<file path="src/hw/mpwm_pkg.sv">
// Package of the motor PWM update and override block: register offsets,
// field positions, reset values and widths.
// Assumes a classic Wishbone slave with 32-bit data and 16-bit registers.
package mpwm_pkg;

	// Register byte offsets, one aligned word each
	localparam logic [7:0] MPWM_PIN_CONTROL_OFS    = 8'h00;
	localparam logic [7:0] MPWM_UPDATE_CONTROL_OFS = 8'h04;
	localparam logic [7:0] MPWM_DEAD_TIME_VAL_OFS  = 8'h08;
	localparam logic [7:0] MPWM_DEAD_TIME_SEL_OFS  = 8'h0C;
	localparam logic [7:0] MPWM_FAULT_A_OFS        = 8'h10;
	localparam logic [7:0] MPWM_OVERRIDE_OFS       = 8'h14;
	localparam logic [7:0] MPWM_DUTY_ONE_OFS       = 8'h18;
	localparam logic [7:0] MPWM_DUTY_TWO_OFS       = 8'h1C;
	localparam logic [7:0] MPWM_DUTY_THREE_OFS     = 8'h20;
	localparam logic [7:0] MPWM_STATUS_OFS         = 8'h24;

	// Pin control fields (per pair i: bit base + i)
	localparam int MPWM_PEN_L_LSB = 0;
	localparam int MPWM_PEN_H_LSB = 4;
	localparam int MPWM_PAIR_OUTPUT_STYLE_LSB  = 8;

	// Update control fields
	localparam int MPWM_UPDATE_DISABLE_BIT  = 0;
	localparam int MPWM_OVERRIDE_SYNC_BIT = 1;
	localparam int MPWM_IUE_BIT   = 2;
	localparam int MPWM_EVPS_LSB  = 8;

	// Dead-time value fields
	localparam int MPWM_DTA_LSB   = 0;
	localparam int MPWM_DEAD_TIME_PRESCALE_A_LSB = 6;
	localparam int MPWM_DTB_LSB   = 8;
	localparam int MPWM_DEAD_TIME_PRESCALE_B_LSB = 14;

	// Pair fields laid out two bits per pair: low pin or falling edge at 2i, high pin or rising edge at 2i+1
	localparam int MPWM_PAIR_LO_LSB = 0;
	localparam int MPWM_PAIR_HI_LSB = 8;

	// Fault A control
	localparam int MPWM_FAULT_A_PAIR_ENABLE_LSB   = 0;
	localparam int MPWM_FAULT_A_LATCH_MODE_BIT  = 7;

	// Status fields
	localparam int MPWM_ST_LATCH_BIT = 0;
	localparam int MPWM_ST_PIN_BIT   = 1;

	// Widths and pair count
	localparam int MPWM_REG_W   = 16;
	localparam int MPWM_DT_W    = 6;
	localparam int MPWM_DTCNT_W = 9;
	localparam int MPWM_MAX_PAIRS = 3;

	// Reset values
	localparam logic [15:0] MPWM_DUTY_RST = 16'h0000;

endpackage

</file>
<file path="src/hw/mpwm_update_override.sv">
// Motor PWM update, dead-time and output override logic with its registers.
// Assumes a time base outside this block that gives a count and a period
// tick on clk_i; fault and configuration pins arrive asynchronously.
// Operation
// RULE_01 - Enable bit hands pin to PWM
// RULE_02 - Pin enables reset from default setting
// RULE_03 - Immediate update bit picks duty timing
// RULE_04 - Override sync bit picks override timing
// RULE_05 - Update disable blocks buffer transfers
// RULE_06 - Dead time is count times prescaled period
// RULE_07 - Override enable one gives generator control
// RULE_08 - Override enable zero uses manual value
// RULE_09 - Manual value one active, zero inactive
// RULE_10 - Three sixteen-bit duty value registers
// RULE_11 - Small instance has first pair only
// RULE_12 - Complementary low is inverted high
// RULE_13 - Per-edge bits pick dead-time unit
// RULE_14 - Enabled fault forces programmed pair levels
//
// The register addresses and the Wishbone register port were chosen for this implementation.
`timescale 1ns/1ps
`default_nettype none

module mpwm_update_override
	import mpwm_pkg::*;
#(
	parameter int NUM_PAIRS = 3
)
(
	// Clock and reset
	input  wire logic                 clk_i,
	input  wire logic                 rst_i,
	// Wishbone slave
	input  wire logic                 wb_cyc_i,
	input  wire logic                 wb_stb_i,
	input  wire logic                 wb_we_i,
	input  wire logic [7:0]           wb_adr_i,
	input  wire logic [3:0]           wb_sel_i,
	input  wire logic [31:0]          wb_dat_i,
	output logic                      wb_ack_o,
	output logic [31:0]               wb_dat_o,
	// Time base
	input  wire logic                 time_base_tick_i,
	input  wire logic [15:0]          time_base_count_i,
	// Pins and configuration
	input  wire logic                 fault_a_n_i,
	input  wire logic                 pwm_pin_default_setting_i,
	output logic [NUM_PAIRS-1:0]      pwm_high_o,
	output logic [NUM_PAIRS-1:0]      pwm_low_o,
	output logic [NUM_PAIRS-1:0]      high_pin_output_enable_o,
	output logic [NUM_PAIRS-1:0]      low_pin_output_enable_o,
	output logic                      period_load_o,
	output logic [3:0]                event_trigger_postscale_o
);

	localparam int NP = NUM_PAIRS;

	generate
		if (NP < 1 || NP > MPWM_MAX_PAIRS)
		begin : g_bad
			$error("NUM_PAIRS must be 1 to 3");
		end
	endgenerate

	// Synchronisers
	logic [1:0] fault_sync_ff;
	logic [1:0] dflt_sync_ff;

	// Register state
	logic                 wb_ack_ff;
	logic [31:0]          wb_dat_ff;
	logic [NP-1:0]        pair_output_style_ff;
	logic [NP-1:0]        pen_h_ff;
	logic [NP-1:0]        pen_l_ff;
	logic [NP-1:0]        nxt_pen_h;
	logic [NP-1:0]        nxt_pen_l;
	logic                 immediate_update_ff;
	logic                 override_sync_ff;
	logic                 update_disable_ff;
	logic [3:0]           evps_ff;
	logic [5:0]           dt_count_a_ff;
	logic [5:0]           dt_count_b_ff;
	logic [1:0]           dt_prescale_a_ff;
	logic [1:0]           dt_prescale_b_ff;
	logic [NP-1:0]        dt_rise_sel_ff;
	logic [NP-1:0]        dt_fall_sel_ff;
	logic [NP-1:0]        faov_h_ff;
	logic [NP-1:0]        faov_l_ff;
	logic [NP-1:0]        fault_a_pair_enable_ff;
	logic                 fault_a_latch_mode_ff;
	logic                 fault_latched_ff;
	logic [NP-1:0]        ovd_h_ff;
	logic [NP-1:0]        ovd_l_ff;
	logic [NP-1:0]        pout_h_ff;
	logic [NP-1:0]        pout_l_ff;
	logic [NP-1:0]        ovd_h_eff_ff;
	logic [NP-1:0]        ovd_l_eff_ff;
	logic [NP-1:0]        pout_h_eff_ff;
	logic [NP-1:0]        pout_l_eff_ff;
	logic [15:0]          duty_buf_ff [NP];
	logic [15:0]          duty_act_ff [NP];
	logic                 period_load_ff;

	// Bus decode, fault and dead-time delays
	logic        access;
	logic        wr;
	logic [15:0] wmask;
	logic [15:0] img;
	logic [15:0] merged;
	logic        fault_pin;
	logic        fault_now;
	logic [8:0]  delay_a;
	logic [8:0]  delay_b;

	assign access    = wb_cyc_i & wb_stb_i & ~wb_ack_ff;
	// Writes land at the edge where the master samples ack, not before
	assign wr        = wb_cyc_i & wb_stb_i & wb_we_i & wb_ack_ff;
	assign wmask     = {{8{wb_sel_i[1]}}, {8{wb_sel_i[0]}}};
	assign merged    = (img & ~wmask) | (wb_dat_i[15:0] & wmask);
	assign fault_pin = ~fault_sync_ff[1];
	// Latched mode holds the fault until software clears it
	assign fault_now = fault_pin | (~fault_a_latch_mode_ff & fault_latched_ff);
	// Count shifted by prescale: 1, 2, 4 or 8 clocks per step
	assign delay_a   = 9'(dt_count_a_ff) << dt_prescale_a_ff; // see RULE_06
	assign delay_b   = 9'(dt_count_b_ff) << dt_prescale_b_ff; // see RULE_06

	always_ff @(posedge clk_i)
	begin
		fault_sync_ff <= {fault_sync_ff[0], fault_a_n_i};
		dflt_sync_ff  <= {dflt_sync_ff[0], pwm_pin_default_setting_i};
	end

	// Read image of the addressed register; absent pairs read as zero
	always_comb
	begin
		img = 16'h0000;
		unique case (wb_adr_i)
			MPWM_PIN_CONTROL_OFS:
				for (int i = 0; i < NP; i++)
				begin
					img[MPWM_PEN_L_LSB + i] = pen_l_ff[i];
					img[MPWM_PEN_H_LSB + i] = pen_h_ff[i];
					img[MPWM_PAIR_OUTPUT_STYLE_LSB + i]  = pair_output_style_ff[i];
				end
			MPWM_UPDATE_CONTROL_OFS:
			begin
				img[MPWM_UPDATE_DISABLE_BIT]                = update_disable_ff;
				img[MPWM_OVERRIDE_SYNC_BIT]               = override_sync_ff;
				img[MPWM_IUE_BIT]                 = immediate_update_ff;
				img[MPWM_EVPS_LSB +: 4]           = evps_ff;
			end
			MPWM_DEAD_TIME_VAL_OFS:
				img = {dt_prescale_b_ff, dt_count_b_ff, dt_prescale_a_ff, dt_count_a_ff};
			MPWM_DEAD_TIME_SEL_OFS:
				for (int i = 0; i < NP; i++)
				begin
					img[MPWM_PAIR_LO_LSB + 2*i]     = dt_fall_sel_ff[i];
					img[MPWM_PAIR_LO_LSB + 2*i + 1] = dt_rise_sel_ff[i];
				end
			MPWM_FAULT_A_OFS:
			begin
				img[MPWM_FAULT_A_LATCH_MODE_BIT] = fault_a_latch_mode_ff;
				for (int i = 0; i < NP; i++)
				begin
					img[MPWM_FAULT_A_PAIR_ENABLE_LSB + i]          = fault_a_pair_enable_ff[i];
					img[MPWM_PAIR_HI_LSB + 2*i]     = faov_l_ff[i];
					img[MPWM_PAIR_HI_LSB + 2*i + 1] = faov_h_ff[i];
				end
			end
			MPWM_OVERRIDE_OFS:
				for (int i = 0; i < NP; i++)
				begin
					img[MPWM_PAIR_LO_LSB + 2*i]     = pout_l_ff[i];
					img[MPWM_PAIR_LO_LSB + 2*i + 1] = pout_h_ff[i];
					img[MPWM_PAIR_HI_LSB + 2*i]     = ovd_l_ff[i];
					img[MPWM_PAIR_HI_LSB + 2*i + 1] = ovd_h_ff[i];
				end
			MPWM_DUTY_ONE_OFS:
				img = duty_buf_ff[0];
			MPWM_DUTY_TWO_OFS:
				img = (NP > 1) ? duty_buf_ff[NP > 1 ? 1 : 0] : 16'h0000; // see RULE_11
			MPWM_DUTY_THREE_OFS:
				img = (NP > 2) ? duty_buf_ff[NP > 2 ? 2 : 0] : 16'h0000; // see RULE_11
			MPWM_STATUS_OFS:
			begin
				img[MPWM_ST_LATCH_BIT] = fault_latched_ff;
				img[MPWM_ST_PIN_BIT]   = fault_pin;
			end
			default:
				img = 16'h0000;
		endcase
	end

	// Bus answer: one cycle after the request, unmapped reads give zero
	always_ff @(posedge clk_i)
	begin
		if (rst_i)
		begin
			wb_ack_ff <= 1'b0;
			wb_dat_ff <= 32'h0000_0000;
		end
		else
		begin
			wb_ack_ff <= access;
			wb_dat_ff <= (access & ~wb_we_i) ? {16'h0000, img} : 32'h0000_0000;
		end
	end

	// Pin enables; the next value also gates the pin flops, so both change together
	always_comb
	begin
		nxt_pen_h = pen_h_ff;
		nxt_pen_l = pen_l_ff;
		if (rst_i)
		begin
			nxt_pen_h = {NP{dflt_sync_ff[1]}}; // see RULE_02
			nxt_pen_l = {NP{dflt_sync_ff[1]}}; // see RULE_02
		end
		else if (wr && wb_adr_i == MPWM_PIN_CONTROL_OFS)
			for (int i = 0; i < NP; i++)
			begin
				nxt_pen_l[i] = merged[MPWM_PEN_L_LSB + i];
				nxt_pen_h[i] = merged[MPWM_PEN_H_LSB + i];
			end
	end

	always_ff @(posedge clk_i)
	begin
		pen_h_ff <= nxt_pen_h;
		pen_l_ff <= nxt_pen_l;
		if (rst_i)
			pair_output_style_ff <= '0;
		else if (wr && wb_adr_i == MPWM_PIN_CONTROL_OFS)
			for (int i = 0; i < NP; i++)
				pair_output_style_ff[i] <= merged[MPWM_PAIR_OUTPUT_STYLE_LSB + i];
	end

	// Update, dead-time and fault configuration
	always_ff @(posedge clk_i)
	begin
		if (rst_i)
		begin
			update_disable_ff      <= 1'b0;
			override_sync_ff       <= 1'b0;
			immediate_update_ff    <= 1'b0;
			evps_ff                <= 4'h0;
			dt_count_a_ff          <= 6'h00;
			dt_count_b_ff          <= 6'h00;
			dt_prescale_a_ff       <= 2'h0;
			dt_prescale_b_ff       <= 2'h0;
			dt_rise_sel_ff         <= '0;
			dt_fall_sel_ff         <= '0;
			fault_a_pair_enable_ff <= '0;
			fault_a_latch_mode_ff  <= 1'b0;
			faov_h_ff              <= '0;
			faov_l_ff              <= '0;
		end
		else if (wr)
		begin
			if (wb_adr_i == MPWM_UPDATE_CONTROL_OFS)
			begin
				update_disable_ff   <= merged[MPWM_UPDATE_DISABLE_BIT];
				override_sync_ff    <= merged[MPWM_OVERRIDE_SYNC_BIT];
				immediate_update_ff <= merged[MPWM_IUE_BIT];
				evps_ff             <= merged[MPWM_EVPS_LSB +: 4];
			end
			if (wb_adr_i == MPWM_DEAD_TIME_VAL_OFS)
			begin
				dt_count_a_ff    <= merged[MPWM_DTA_LSB +: MPWM_DT_W];
				dt_prescale_a_ff <= merged[MPWM_DEAD_TIME_PRESCALE_A_LSB +: 2];
				dt_count_b_ff    <= merged[MPWM_DTB_LSB +: MPWM_DT_W];
				dt_prescale_b_ff <= merged[MPWM_DEAD_TIME_PRESCALE_B_LSB +: 2];
			end
			for (int i = 0; i < NP; i++)
			begin
				if (wb_adr_i == MPWM_DEAD_TIME_SEL_OFS)
				begin
					dt_fall_sel_ff[i] <= merged[MPWM_PAIR_LO_LSB + 2*i];
					dt_rise_sel_ff[i] <= merged[MPWM_PAIR_LO_LSB + 2*i + 1];
				end
				if (wb_adr_i == MPWM_FAULT_A_OFS)
				begin
					fault_a_pair_enable_ff[i] <= merged[MPWM_FAULT_A_PAIR_ENABLE_LSB + i];
					faov_l_ff[i]              <= merged[MPWM_PAIR_HI_LSB + 2*i];
					faov_h_ff[i]              <= merged[MPWM_PAIR_HI_LSB + 2*i + 1];
				end
			end
			if (wb_adr_i == MPWM_FAULT_A_OFS)
				fault_a_latch_mode_ff <= merged[MPWM_FAULT_A_LATCH_MODE_BIT];
		end
	end

	// Latched fault: a write to fault control clears it, a live fault wins
	always_ff @(posedge clk_i)
	begin
		if (rst_i)
			fault_latched_ff <= 1'b0;
		else if (fault_pin)
			fault_latched_ff <= 1'b1;
		else if (wr && wb_adr_i == MPWM_FAULT_A_OFS)
			fault_latched_ff <= 1'b0;
	end

	// Override: staged by software, made effective per the sync bit
	always_ff @(posedge clk_i)
	begin
		if (rst_i)
		begin
			ovd_h_ff      <= '1;
			ovd_l_ff      <= '1;
			pout_h_ff     <= '0;
			pout_l_ff     <= '0;
			ovd_h_eff_ff  <= '1;
			ovd_l_eff_ff  <= '1;
			pout_h_eff_ff <= '0;
			pout_l_eff_ff <= '0;
		end
		else
		begin
			if (wr && wb_adr_i == MPWM_OVERRIDE_OFS)
				for (int i = 0; i < NP; i++)
				begin
					pout_l_ff[i] <= merged[MPWM_PAIR_LO_LSB + 2*i];
					pout_h_ff[i] <= merged[MPWM_PAIR_LO_LSB + 2*i + 1];
					ovd_l_ff[i]  <= merged[MPWM_PAIR_HI_LSB + 2*i];
					ovd_h_ff[i]  <= merged[MPWM_PAIR_HI_LSB + 2*i + 1];
				end
			if (!override_sync_ff || time_base_tick_i) // see RULE_04
			begin
				ovd_h_eff_ff  <= ovd_h_ff;
				ovd_l_eff_ff  <= ovd_l_ff;
				pout_h_eff_ff <= pout_h_ff;
				pout_l_eff_ff <= pout_l_ff;
			end
		end
	end

	// Period buffer transfer strobe to the time base
	always_ff @(posedge clk_i)
	begin
		if (rst_i)
			period_load_ff <= 1'b0;
		else
			period_load_ff <= time_base_tick_i & ~update_disable_ff; // see RULE_05
	end

	genvar g;
	generate
		for (g = 0; g < NP; g++)
		begin : g_pair
			logic       raw;
			logic       prev_raw_ff;
			logic       gen_h_ff;
			logic       gen_l_ff;
			logic [8:0] dt_cnt_ff;
			logic [8:0] dly;
			logic       vh;
			logic       vl;
			logic       hi_ff;
			logic       lo_ff;
			logic       force_f;

			// Duty buffer and active copy
			always_ff @(posedge clk_i)
			begin
				if (rst_i)
				begin
					duty_buf_ff[g] <= MPWM_DUTY_RST;
					duty_act_ff[g] <= MPWM_DUTY_RST;
				end
				else
				begin
					if (wr && wb_adr_i == MPWM_DUTY_ONE_OFS + 8'(4*g)) // see RULE_10
						duty_buf_ff[g] <= merged;
					if (update_disable_ff) // see RULE_05
						duty_act_ff[g] <= duty_act_ff[g];
					else if (immediate_update_ff && wr
						&& wb_adr_i == MPWM_DUTY_ONE_OFS + 8'(4*g)) // see RULE_03
						duty_act_ff[g] <= merged;
					else if (time_base_tick_i) // see RULE_03
						duty_act_ff[g] <= duty_buf_ff[g];
				end
			end

			assign raw = time_base_count_i < duty_act_ff[g];
			// Rising edge of high uses the rise select, falling uses the fall select
			assign dly = (raw ? dt_rise_sel_ff[g] : dt_fall_sel_ff[g]) ? delay_b : delay_a; // see RULE_13

			// Both outputs held inactive while the dead time runs out
			always_ff @(posedge clk_i)
			begin
				if (rst_i)
				begin
					prev_raw_ff <= 1'b0;
					gen_h_ff    <= 1'b0;
					gen_l_ff    <= 1'b0;
					dt_cnt_ff   <= 9'h000;
				end
				else if (pair_output_style_ff[g])
				begin
					prev_raw_ff <= raw;
					gen_h_ff    <= raw;
					gen_l_ff    <= raw;
					dt_cnt_ff   <= 9'h000;
				end
				else if (raw != prev_raw_ff)
				begin
					prev_raw_ff <= raw;
					gen_h_ff    <= (dly == 9'h000) & raw;
					gen_l_ff    <= (dly == 9'h000) & ~raw; // see RULE_12
					dt_cnt_ff   <= dly; // see RULE_06
				end
				else if (dt_cnt_ff > 9'h001)
					dt_cnt_ff <= dt_cnt_ff - 9'h001;
				else
				begin
					dt_cnt_ff <= 9'h000;
					gen_h_ff  <= prev_raw_ff;
					gen_l_ff  <= ~prev_raw_ff; // see RULE_12
				end
			end

			assign force_f = fault_a_pair_enable_ff[g] & fault_now; // see RULE_14
			// Manual value 1 drives the active level, 0 the inactive one
			assign vh = force_f ? faov_h_ff[g]
				: (ovd_h_eff_ff[g] ? gen_h_ff : pout_h_eff_ff[g]); // see RULE_07
			assign vl = force_f ? faov_l_ff[g]
				: (ovd_l_eff_ff[g] ? gen_l_ff : pout_l_eff_ff[g]); // see RULE_08

			always_ff @(posedge clk_i)
			begin
				if (rst_i)
				begin
					hi_ff <= 1'b0;
					lo_ff <= 1'b0;
				end
				else
				begin
					hi_ff <= vh & nxt_pen_h[g]; // see RULE_09
					lo_ff <= vl & nxt_pen_l[g]; // see RULE_09
				end
			end

			// Disabled pins are released to general I/O and driven low here
			assign pwm_high_o[g] = hi_ff; // see RULE_01
			assign pwm_low_o[g]  = lo_ff; // see RULE_01
		end
	endgenerate

	assign wb_ack_o                  = wb_ack_ff;
	assign wb_dat_o                  = wb_dat_ff;
	assign high_pin_output_enable_o  = pen_h_ff; // see RULE_01
	assign low_pin_output_enable_o   = pen_l_ff; // see RULE_01
	assign period_load_o             = period_load_ff;
	assign event_trigger_postscale_o = evps_ff;

endmodule

`default_nettype wire

</file>
<file path="config.mk">
export PLATFORM = sky130hd
export DESIGN_NAME = mpwm_update_override
export DESIGN_NICKNAME = d
export VERILOG_FILES = /design/src/hw/mpwm_pkg.sv /design/src/hw/mpwm_update_override.sv
export SDC_FILE = /design/constraint.sdc
export NUM_CORES = 1
export LEC_CHECK = 0
export ABC_CLOCK_PERIOD_IN_PS = 6650
export BUFFER_PORTS_ARGS = -buffer_cell sky130_fd_sc_hd__buf_2
export CAP_MARGIN = 20
export CORE_MARGIN = 5
export CORE_UTILIZATION = 55
export CTS_BUF_LIST = sky130_fd_sc_hd__clkbuf_4 sky130_fd_sc_hd__clkbuf_8
export CTS_CLUSTER_SIZE = 12
export DETAILED_ROUTE_END_ITERATION = 10
export GPL_ROUTABILITY_DRIVEN = 0
export MAX_ROUTING_LAYER = met4
export PLACE_DENSITY_LB_ADDON = 0.1
export SYNTH_ARGS = -nofsm -noshare
export SYNTH_HDL_FRONTEND = slang
export SYNTH_SLANG_ARGS = --single-unit
</file>
<file path="constraint.sdc">
create_clock -name clk_i -period 6.65 [get_ports clk_i]
set_clock_uncertainty 0.2 [all_clocks]
set_input_delay 0.3325 -clock clk_i [delete_from_list [all_inputs] [get_ports clk_i]]
set_output_delay 0.3325 -clock clk_i [all_outputs]
set_load 0.01 [all_outputs]
</file>
## Word-level counts from Yosys, hierarchy flattened

Memories as Yosys holds them, arrays and structs flattened.
Cells that the tools add are included.

| storage, ports and cells | value |
|---|---|
| output and inout port bits | 50 |
| word-level logic and storage cells | 272 |
| memories kept | 2 |
| register bits after elaboration | 153 |
| RAM bits | 96 |

| cells by class | value |
|---|---|
| shift-type cells | 2 |
| reductions and logical operators | 27 |
| magnitude comparators | 6 |
| multiplexer cells | 115 |
| bitwise logic cells | 51 |
| $add $sub $neg | 3 |
| eq/ne operators | 16 |

Memories:

| memory | depth | width | read ports | clocked after Yosys merged registers in | write ports | RTL line | source |
|---|---|---|---|---|---|---|---|
| duty_act_ff | 3 | 16 | 3 | 0 | 3 | mpwm_update_override.sv:101 | `logic [15:0] duty_act_ff [NP];` |
| duty_buf_ff | 3 | 16 | 3 | 0 | 3 | mpwm_update_override.sv:100 | `logic [15:0] duty_buf_ff [NP];` |

Operators with widths:

| cell | number |
|---|---|
| $mux W16 | 12 |
| $mux W9 | 9 |
| $mux W1 | 80 |
| $lt A16 B16 Y1 | 3 |
| $and A16 B16 Y16 | 2 |
| $eq A8 B5 Y1 const B | 4 |
| $gt A9 B1 Y1 const B | 3 |
| $logic_not A9 Y1 | 3 |
| $sub A9 B1 Y9 const B | 3 |
| $pmux W3 S8 | 1 |
| $and A1 B1 Y1 | 22 |
| $pmux W2 S10 | 1 |
| $shl A6 B2 Y9 | 2 |
| $eq A8 B4 Y1 const B | 2 |
| $eq A8 B6 Y1 const B | 2 |
| $not A16 Y16 | 1 |
| $or A16 B16 Y16 | 1 |
| $pmux W2 S7 | 1 |
| $or A1 B1 Y1 | 13 |
| $mux W3 | 4 |
| $not A1 Y1 | 12 |
| $pmux W2 S6 | 1 |
| $logic_and A1 B1 Y1 | 10 |
| $pmux W1 S5 | 2 |
| other kinds (14) | 26 |

## Depth between registers and ports, before layout

Gate-level depths: netlist of run 1.

| depth | value |
|---|---|
| depth after elaboration | 11 |
| depth in mapped cells | 11 |

## Worst setup path before layout of run 1

Ideal clock, no wire load.

| path | value |
|---|---|
| path type | in2reg |
| from | input port wb_adr_i[5] |
| to | memory duty_act_ff[0][0], enable pin |
| arrival time | 2713 ps |
| path slack | 3325 ps |
| path buffers | 1 |
| stages | 6 |
| cell sequence | buf_2 or4_4 nor3_4 and3_1 nor2_1 o21ai_0 |

RTL lines:

| element | RTL line | source |
|---|---|---|
| start, declared | mpwm_update_override.sv:37 | `input wire logic [7:0] wb_adr_i,` |
| end, declared | mpwm_update_override.sv:101 |  |

==> flow_summary.yaml, run 1 <==
run_status:
  status: "finished clean"
routing:
  viasPerCell: 6.10
  drt-total-wl_um: 37700
  antenna_left: 0
  drc_errors: 0
  dr.first_iter.drc_count: 997
  wl_per_cell_um: 21.5
  vias: 10700
  drt-pass1-iter-count: 6
cts:
  cts.sinks: 233
  postCtsSetupRepairBufs: 0
  ctsResizeCount: 0
  clk_latency_ns: 0.55
  cts_buffers: 40
  cts.path.max_buffers: 3
  ctsHoldBuffers: 5
  clkTransAtPathRegs_ns: 0.06
  htree_num_levels: 2
  cts_tree: "built"
  cts_root_buf: "clkbuf_8"
yosys:
  avgSynthCellArea_um2: 9.15
  async_flop_share_pct: 0
  synth_area_mm2: 0.0126
  synth_ff_type: "dfxtp_1"
  synth-simple-area-share_pct: 19.4
  synthAdderAreaFrac_pct: 5.08
  synth_compound_area_share_pct: 16.8
  ys_warn_count: 0
  synth_edf_count: 96
  yosysUniqueCellTypes: 93
  seq_area_frac_synth_pct: 44.8
  synth_top_family_by_area: "simple AND/OR/NAND/NOR gates"
  synthCells: 1373
  synth-xor-area-share_pct: 1.65
  synth_seq_cells: 233
  synth.area.mux_share_pct: 6.29
worst_hold_path:
  hold_path.class: "in2reg"
  worstHoldPathCells: 4
setup_path:
  worstPathRequired_ns: 6.91
  path_buf_inv: 1
  cp-end-kind: "register"
  crit_arrival_ns: 3.47
  worst_path_max_delay_cell: "or4_1"
  crit_type: "reg2reg"
  path_depth: 9
  cp_cell_sequence: "inv_1, ha_1, and4_1, nand2_1, or4_1, nand3_2, mux2i_4, mux2_4, a211oi_2"
  critPathTopFamily: "simple AND/OR/NAND/NOR gates"
  max_stage_delay_ns: 0.54
  path_max_fanout: 11
  critPathLaunchType: "register"
  worst-r2r-cell-count: 9
global_routing:
  met2_usage_pct: 41.9
  antenna_found_initial: 0
  use_met1_pct: 40.5
  grt_usage_pct: 29.3
  grt_first_pass_wirelength_um: 57800
  grt_max_degree: 48
  gr-total-overflow: 0
  grt_util_met3_pct: 5.46
  grt_pass1_vias: 10000
  grt.busiest_layer: "met2"
pwr:
  p_switching_mw: 1.17
  p_leak_nw: 5.72
  combPwrFrac_pct: 21.5
  ir_drop_v: 0.000168
  pwr-share-clk_pct: 35.1
  switching_share_pct: 30.1
  intPower_mw: 2.72
  power_density_mw_per_mm2: 278
  power_frac_seq_pct: 43.4
final_layout:
  multi_input_area_mm2: 0.00627
  fill_cells: 1996
  diodes: 0
  drive_above_1_share_pct: 15.5
  layout.cells.non_filler: 1755
  finalInstanceArea_mm2: 0.0140
  layout.nets: 1559
  regArea_mm2: 0.00563
  syn_to_final_growth_pct: 11.4
placed_design:
  dp_hpwl_um: 27600
  dp_worst_setup_slack_ns: 3.12
  portBuffers: 83
  dpl_cell_area_mm2: 0.0131
  dp_cells: 1675
timing:
  finalCritPeriodShare_pct: 48.3
  setup-violations-final: 0
  fmax_ghz: 0.312
  slew_violations: 0
  tightest_slew_ns: 1.10
  timing.hold.ws_ns: 0.0608
  rsz0062_at_grt: "no"
  fin_crit_ns: 3.21
  maxSlewHeadroom_pct: 26.3
  fin_tns_setup_ns: 0
  fin_ws_ns: 3.44
  final_hold_viol_count: 0
die:
  dieArea_mm2: 0.0260
  dieHeight_um: 161
  start_util_pct: 55.7
  rows: 55
  coreArea_mm2: 0.0226
  die_w_um: 161
  ioPinCount: 118
run:
  max_cap_violations: 0
[final cells by class]
| class | count | area share [%] |
|---|---|---|
| Clock buffer | 60 | 5.50 |
| Multi-Input combinational cell | 987 | 44.8 |
| Inverter | 69 | 1.85 |
| Tap cell | 285 | 2.55 |
| Sequential cell | 233 | 40.2 |
| Clock inverter | 12 | 0.608 |
| Timing Repair Buffer | 109 | 4.44 |
[layout by cell type (no fill, tap or decap), types with 55 or more instances in the layout]
master / count
a21oi_1: 77
buf_2: 84
dfxtp_1: 137
edfxtp_1: 96
inv_1: 68
mux2i_1: 59
nand2_1: 129
nand3_1: 55
nor2_1: 186
o21ai_0: 79
[metrics by stage]
stage               power (mW)  utilization, %
global route              4.09            62.0
finish                    3.90            62.0
global placement          2.52            57.9
detailed placement        2.54            57.9
floorplan                 2.34               -
CTS                       3.90            61.9
[power groups by stage]
stage | sequential (mW) | combinational [mW] | clock (mW)
2_1_floorplan | 1.69 | 0.651 | 0
3_3_place_gp | 1.71 | 0.804 | 0
3_5_place_dp | 1.72 | 0.820 | 0
4_1_cts | 1.69 | 0.830 | 1.38
5_1_grt | 1.70 | 0.938 | 1.45
6_report | 1.69 | 0.839 | 1.37
[per-layer routing]
metal,part of all wire (%),vias to the layer above,routed length (µm)
li1,-,5041,-
met3,8.2,119,3100
met1,44,5024,16600
met4,5.2,0,1970
met2,43,521,16100
met5,0,-,0
[synth_stat cells, types with 6 or more instances]
library cell / number / share of area, %
a21o_1: 7 / 0.42
a21oi_1: 77 / 3.1
a31oi_1: 7 / 0.35
and2_1: 9 / 0.45
and3_1: 15 / 0.75
buf_2: 20 / 0.80
buf_4: 23 / 1.4
clkbuf_1: 50 / 1.5
dfxtp_1: 137 / 22
edfxtp_1: 96 / 23
ha_1: 51 / 5.1
inv_1: 68 / 2.0
mux2_2: 10 / 0.90
mux2i_1: 60 / 4.8
nand2_1: 129 / 3.9
nand2b_1: 18 / 0.90
nand3_1: 55 / 2.2
nand3b_1: 7 / 0.42
nand4_1: 13 / 0.65
nor2_1: 186 / 5.6
nor2b_1: 12 / 0.60
nor3_1: 24 / 0.96
nor3b_1: 6 / 0.36
nor4_1: 11 / 0.55
o2111a_1: 6 / 0.54
o211ai_1: 7 / 0.42
o21a_1: 9 / 0.54
o21ai_0: 82 / 3.3
o22ai_1: 22 / 1.1
o31ai_1: 17 / 1.0
xnor2_1: 10 / 0.70
xor2_1: 10 / 0.70
[worst register-to-register path: cells and delay by family (launching register included)]
kind / cells / cell delay [ns]
AO/OA/AOI/OAI: 1 / 0.17
buffers and inverters: 1 / 0.05
adder cells (fa/ha/maj): 1 / 0.30
AND/OR/NAND/NOR: 4 / 1.16
multiplexers: 2 / 0.92
flip-flops: 1 / 0.34
[registers in the layout, summed over array words and instances (netlist names), 4 cells and up]
name and cells:
duty_act_ff 48, dt_count_a_ff 6, wb_dat_o 16, g_pair.dt_cnt_ff 27, dt_count_b_ff 6, duty_buf_ff 48, event_trigger_postscale_o 4
[worst paths after layout]
path / startpoint / endpoint / slack [ns]
worst min register to register: fault_sync_ff[0]$_DFF_P_ / fault_sync_ff[1]$_DFF_P_ / 0.13
worst max-delay path: duty_act_ff[0][15]$_DFFE_PP_ / g_pair[0].gen_l_ff$_SDFFE_PP0P_ / 3.44
worst min-delay path: wb_dat_i[13] / duty_buf_ff[1][13]$_SDFFCE_PN0P_ / 0.06
worst max register to register: duty_act_ff[0][15]$_DFFE_PP_ / g_pair[0].gen_l_ff$_SDFFE_PP0P_ / 3.44
[kinds of logic (layout without fill, tap and decap cells)]
family,after synthesis,count (layout)
DFF,233,233
muxes,75,75
xor gates and xnor gates,22,22
and+or+nand+nor,514,514
adders and majority gates,51,51
other,1,16
buffers and inverters,168,250
AOI/OAI and AO/OA,309,309
Power figures use the tool's default switching activity.
==> run 2, diff against run 1 <==
--- a/config.mk
+++ b/config.mk
@@ -5,7 +5,7 @@
 export SDC_FILE = /design/constraint.sdc
 export NUM_CORES = 1
 export LEC_CHECK = 0
-export ABC_CLOCK_PERIOD_IN_PS = 6650
+export ABC_CLOCK_PERIOD_IN_PS = 2800
 export BUFFER_PORTS_ARGS = -buffer_cell sky130_fd_sc_hd__buf_2
 export CAP_MARGIN = 20
 export CORE_MARGIN = 5
==> constraint.sdc (replaced) <==
create_clock -name clk_i -period 2.8 [get_ports clk_i]
set_clock_uncertainty 0.2 [all_clocks]
set_input_delay 0.14 -clock clk_i [delete_from_list [all_inputs] [get_ports clk_i]]
set_output_delay 0.14 -clock clk_i [all_outputs]
set_load 0.01 [all_outputs]
==> run 2 against run 1 <==
Compared with the run above:
- sequential power up 140%
- total power up 140%
- wire length up 4.4%
- sequential share of layout area down 2.4 points
- worst setup slack worse by 3.4 ns
- via count up 3.3%
- register-to-register slack worse by 3.4 ns
- critical path depth up 1
- core utilization up 4.0 points
- maximum frequency up 15%
- critical path type unchanged
- largest cell class unchanged
- highest routed layer unchanged
==> flow_summary.yaml, run 2 (synthesis gave the netlist of run 1 again) <==
cts:
  cts_buffers: 40
  cts_root_buf: "clkbuf_8"
  cts.sinks: 233
  htree_num_levels: 2
  cts_tree: "built"
  clk_latency_ns: 0.55
  clkTransAtPathRegs_ns: 0.06
  cts.path.max_buffers: 3
worst_hold_path:
  hold_path.class: "in2reg"
  min_to: "duty_buf_ff[1][10]$_SDFFCE_PN0P_"
  min_from: "wb_dat_i[10]"
  worstHoldPathCells: 4
pwr:
  p_leak_nw: 6.14
  power_density_mw_per_mm2: 626
  power.total_mw: 9.33
  ir_drop_v: 0.000420
setup_path:
  critPathLaunchType: "register"
  worst_path_max_delay_cell: "or4_4"
  path_buf_inv: 2
  worst-r2r-cell-count: 10
  path_max_fanout: 8
  crit_arrival_ns: 3.01
  r2r_start: "duty_act_ff[0][15]$_DFFE_PP_"
  cp_cell_sequence: "inv_1, ha_1, and4_4, nand2_4, or4_4, nand3_4, mux2i_4, buf_12, mux2i_1, o22ai_1"
  crit_type: "reg2reg"
  critPathTopFamily: "simple AND/OR/NAND/NOR gates"
  worstPathRequired_ns: 3.02
  r2r-end: "g_pair[0].dt_cnt_ff[2]$_SDFF_PP0_"
  rrSetupSlack_ns: 0.01
  max_stage_delay_ns: 0.52
  cp-end-kind: "register"
final_layout:
  final_common_cell: "nor2_1"
  final_cell_mix: "nor2_1, dfxtp_1, nand2_1"
  layout.nets: 1652
  fill_cells: 1849
  drive_above_1_share_pct: 20.9
  reg.largest.list: "duty_act_ff (48), duty_buf_ff (48), g_pair.dt_cnt_ff (27)"
  fin_util_pct: 66.0
  finalInstanceArea_mm2: 0.0149
  syn_to_final_growth_pct: 18.5
timing:
  setup-violations-final: 0
  rsz0062_at_grt: "yes"
  finalCritPeriodShare_pct: 99.6
  fmax_ghz: 0.359
  maxSlewHeadroom_pct: 25.0
  timing.hold.ws_ns: 0.0260
  slew_violations: 0
  tightest_slew_ns: 1.12
  fin_ws_ns: 0.0108
  fin_crit_ns: 2.79
  final_hold_viol_count: 0
run:
  max_cap_violations: 0
placed_design:
  dp_hpwl_um: 29100
  dpl_cell_area_mm2: 0.0136
  portBuffers: 83
  dp_worst_setup_slack_ns: -0.0932
routing:
  top_layer_used: "met4"
  drt-met1-wl_um: 16800
  drt-pass1-iter-count: 7
  wl_met2_um: 16700
  drt-total-wl_um: 39400
  vias: 11100
  viasPerCell: 5.98
  antenna_left: 0
  drc_errors: 0
  wl_per_cell_um: 21.3
  wl_met3_um: 3950
  dr.first_iter.drc_count: 1172
die:
  dieHeight_um: 161
  rows: 55
  ioPinCount: 118
  die_w_um: 161
  start_util_pct: 55.7
  coreArea_mm2: 0.0226
  dieArea_mm2: 0.0260
global_routing:
  antenna_found_initial: 1
  gr-total-overflow: 0
  grt_pass1_vias: 10500
  grt_usage_pct: 30.6
  grt_first_pass_wirelength_um: 60300
  grt_max_degree: 41
run_status:
  status: "finished clean"
run 2: cell types whose count changed in the layout (fill, tap and decap cells not counted), sizes merged:
cell / before / now
buf: 103 / 179
bufinv: 1 / 0
clkbuf: 61 / 64
clkinv: 9 / 5
diode: 0 / 1
dlygate4sd3: 5 / 23
run 2: power breakdown:
group	total, mW	switching (mW)	internal, mW	leakage (nW)
clock network	3.15	1.39	1.76	0.427
registers	4.02	0.229	3.79	2.15
logic	2.16	1.21	0.944	3.57
run 2: tightest hold or removal path, delay by kind of cell:
kind                   cells  cell delay [ns]
and+or+nand+nor            2             0.26
buffers and inverters      1             0.07
AOI/OAI and AO/OA          1             0.18
run 2: layer usage:
| metal | track usage [%] | up-vias |
|---|---|---|
| met4 | 11.6 | 0 |
| met1 | 42.2 | 5072 |
| met5 | - | - |
| met2 | 44.5 | 634 |
| met3 | 6.51 | 129 |
| li1 | - | 5223 |
run 2: worst max-delay path by stage:
stage | from | endpoint | slack [ns] | cells after the start
6_report | duty_act_ff[0][15]$_DFFE_PP_ | g_pair[0].dt_cnt_ff[2]$_SDFF_PP0_ | 0.01 | 10
5_1_grt | duty_act_ff[0][14]$_DFFE_PP_ | g_pair[0].dt_cnt_ff[5]$_SDFF_PP0_ | -0.08 | 10
4_1_cts | duty_act_ff[0][15]$_DFFE_PP_ | g_pair[0].dt_cnt_ff[2]$_SDFF_PP0_ | -0.01 | 10
3_5_place_dp | duty_act_ff[0][14]$_DFFE_PP_ | g_pair[0].dt_cnt_ff[1]$_SDFF_PP0_ | -0.09 | 10
3_3_place_gp | duty_act_ff[0][15]$_DFFE_PP_ | g_pair[0].dt_cnt_ff[6]$_SDFF_PP0_ | -0.004 | 10
2_1_floorplan | duty_act_ff[0][15]$_DFFE_PP_ | g_pair[0].gen_l_ff$_SDFFE_PP0P_ | 0.07 | 9
run 2: repair_timing:
item,4_1_cts,5_1_grt
endpoints found under the setup margin,20,33
pin swaps,1,12
hold buffers,23,0
gates resized for setup,10,29
setup buffers,0,2
endpoints found under the hold margin,58,0
run 2: layout make-up:
type,count,area [µm²],area share [%]
Tap cell,285,357,2.39
Multi-Input combinational cell,987,6440,43.3
Clock buffer,64,781,5.24
Inverter,69,259,1.74
Clock inverter,7,33.8,0.227
Sequential cell,233,5630,37.8
Timing Repair Buffer,202,1390,9.34
Antenna cell,1,2.50,0.0168
run 2: metrics by stage:
stage,cells,setup TNS [ns]
floorplan,1388,0
global placement,1751,-0.00656
detailed placement,1751,-1.12
CTS,1845,-0.0149
global route,1848,-0.309
finish,1848,0
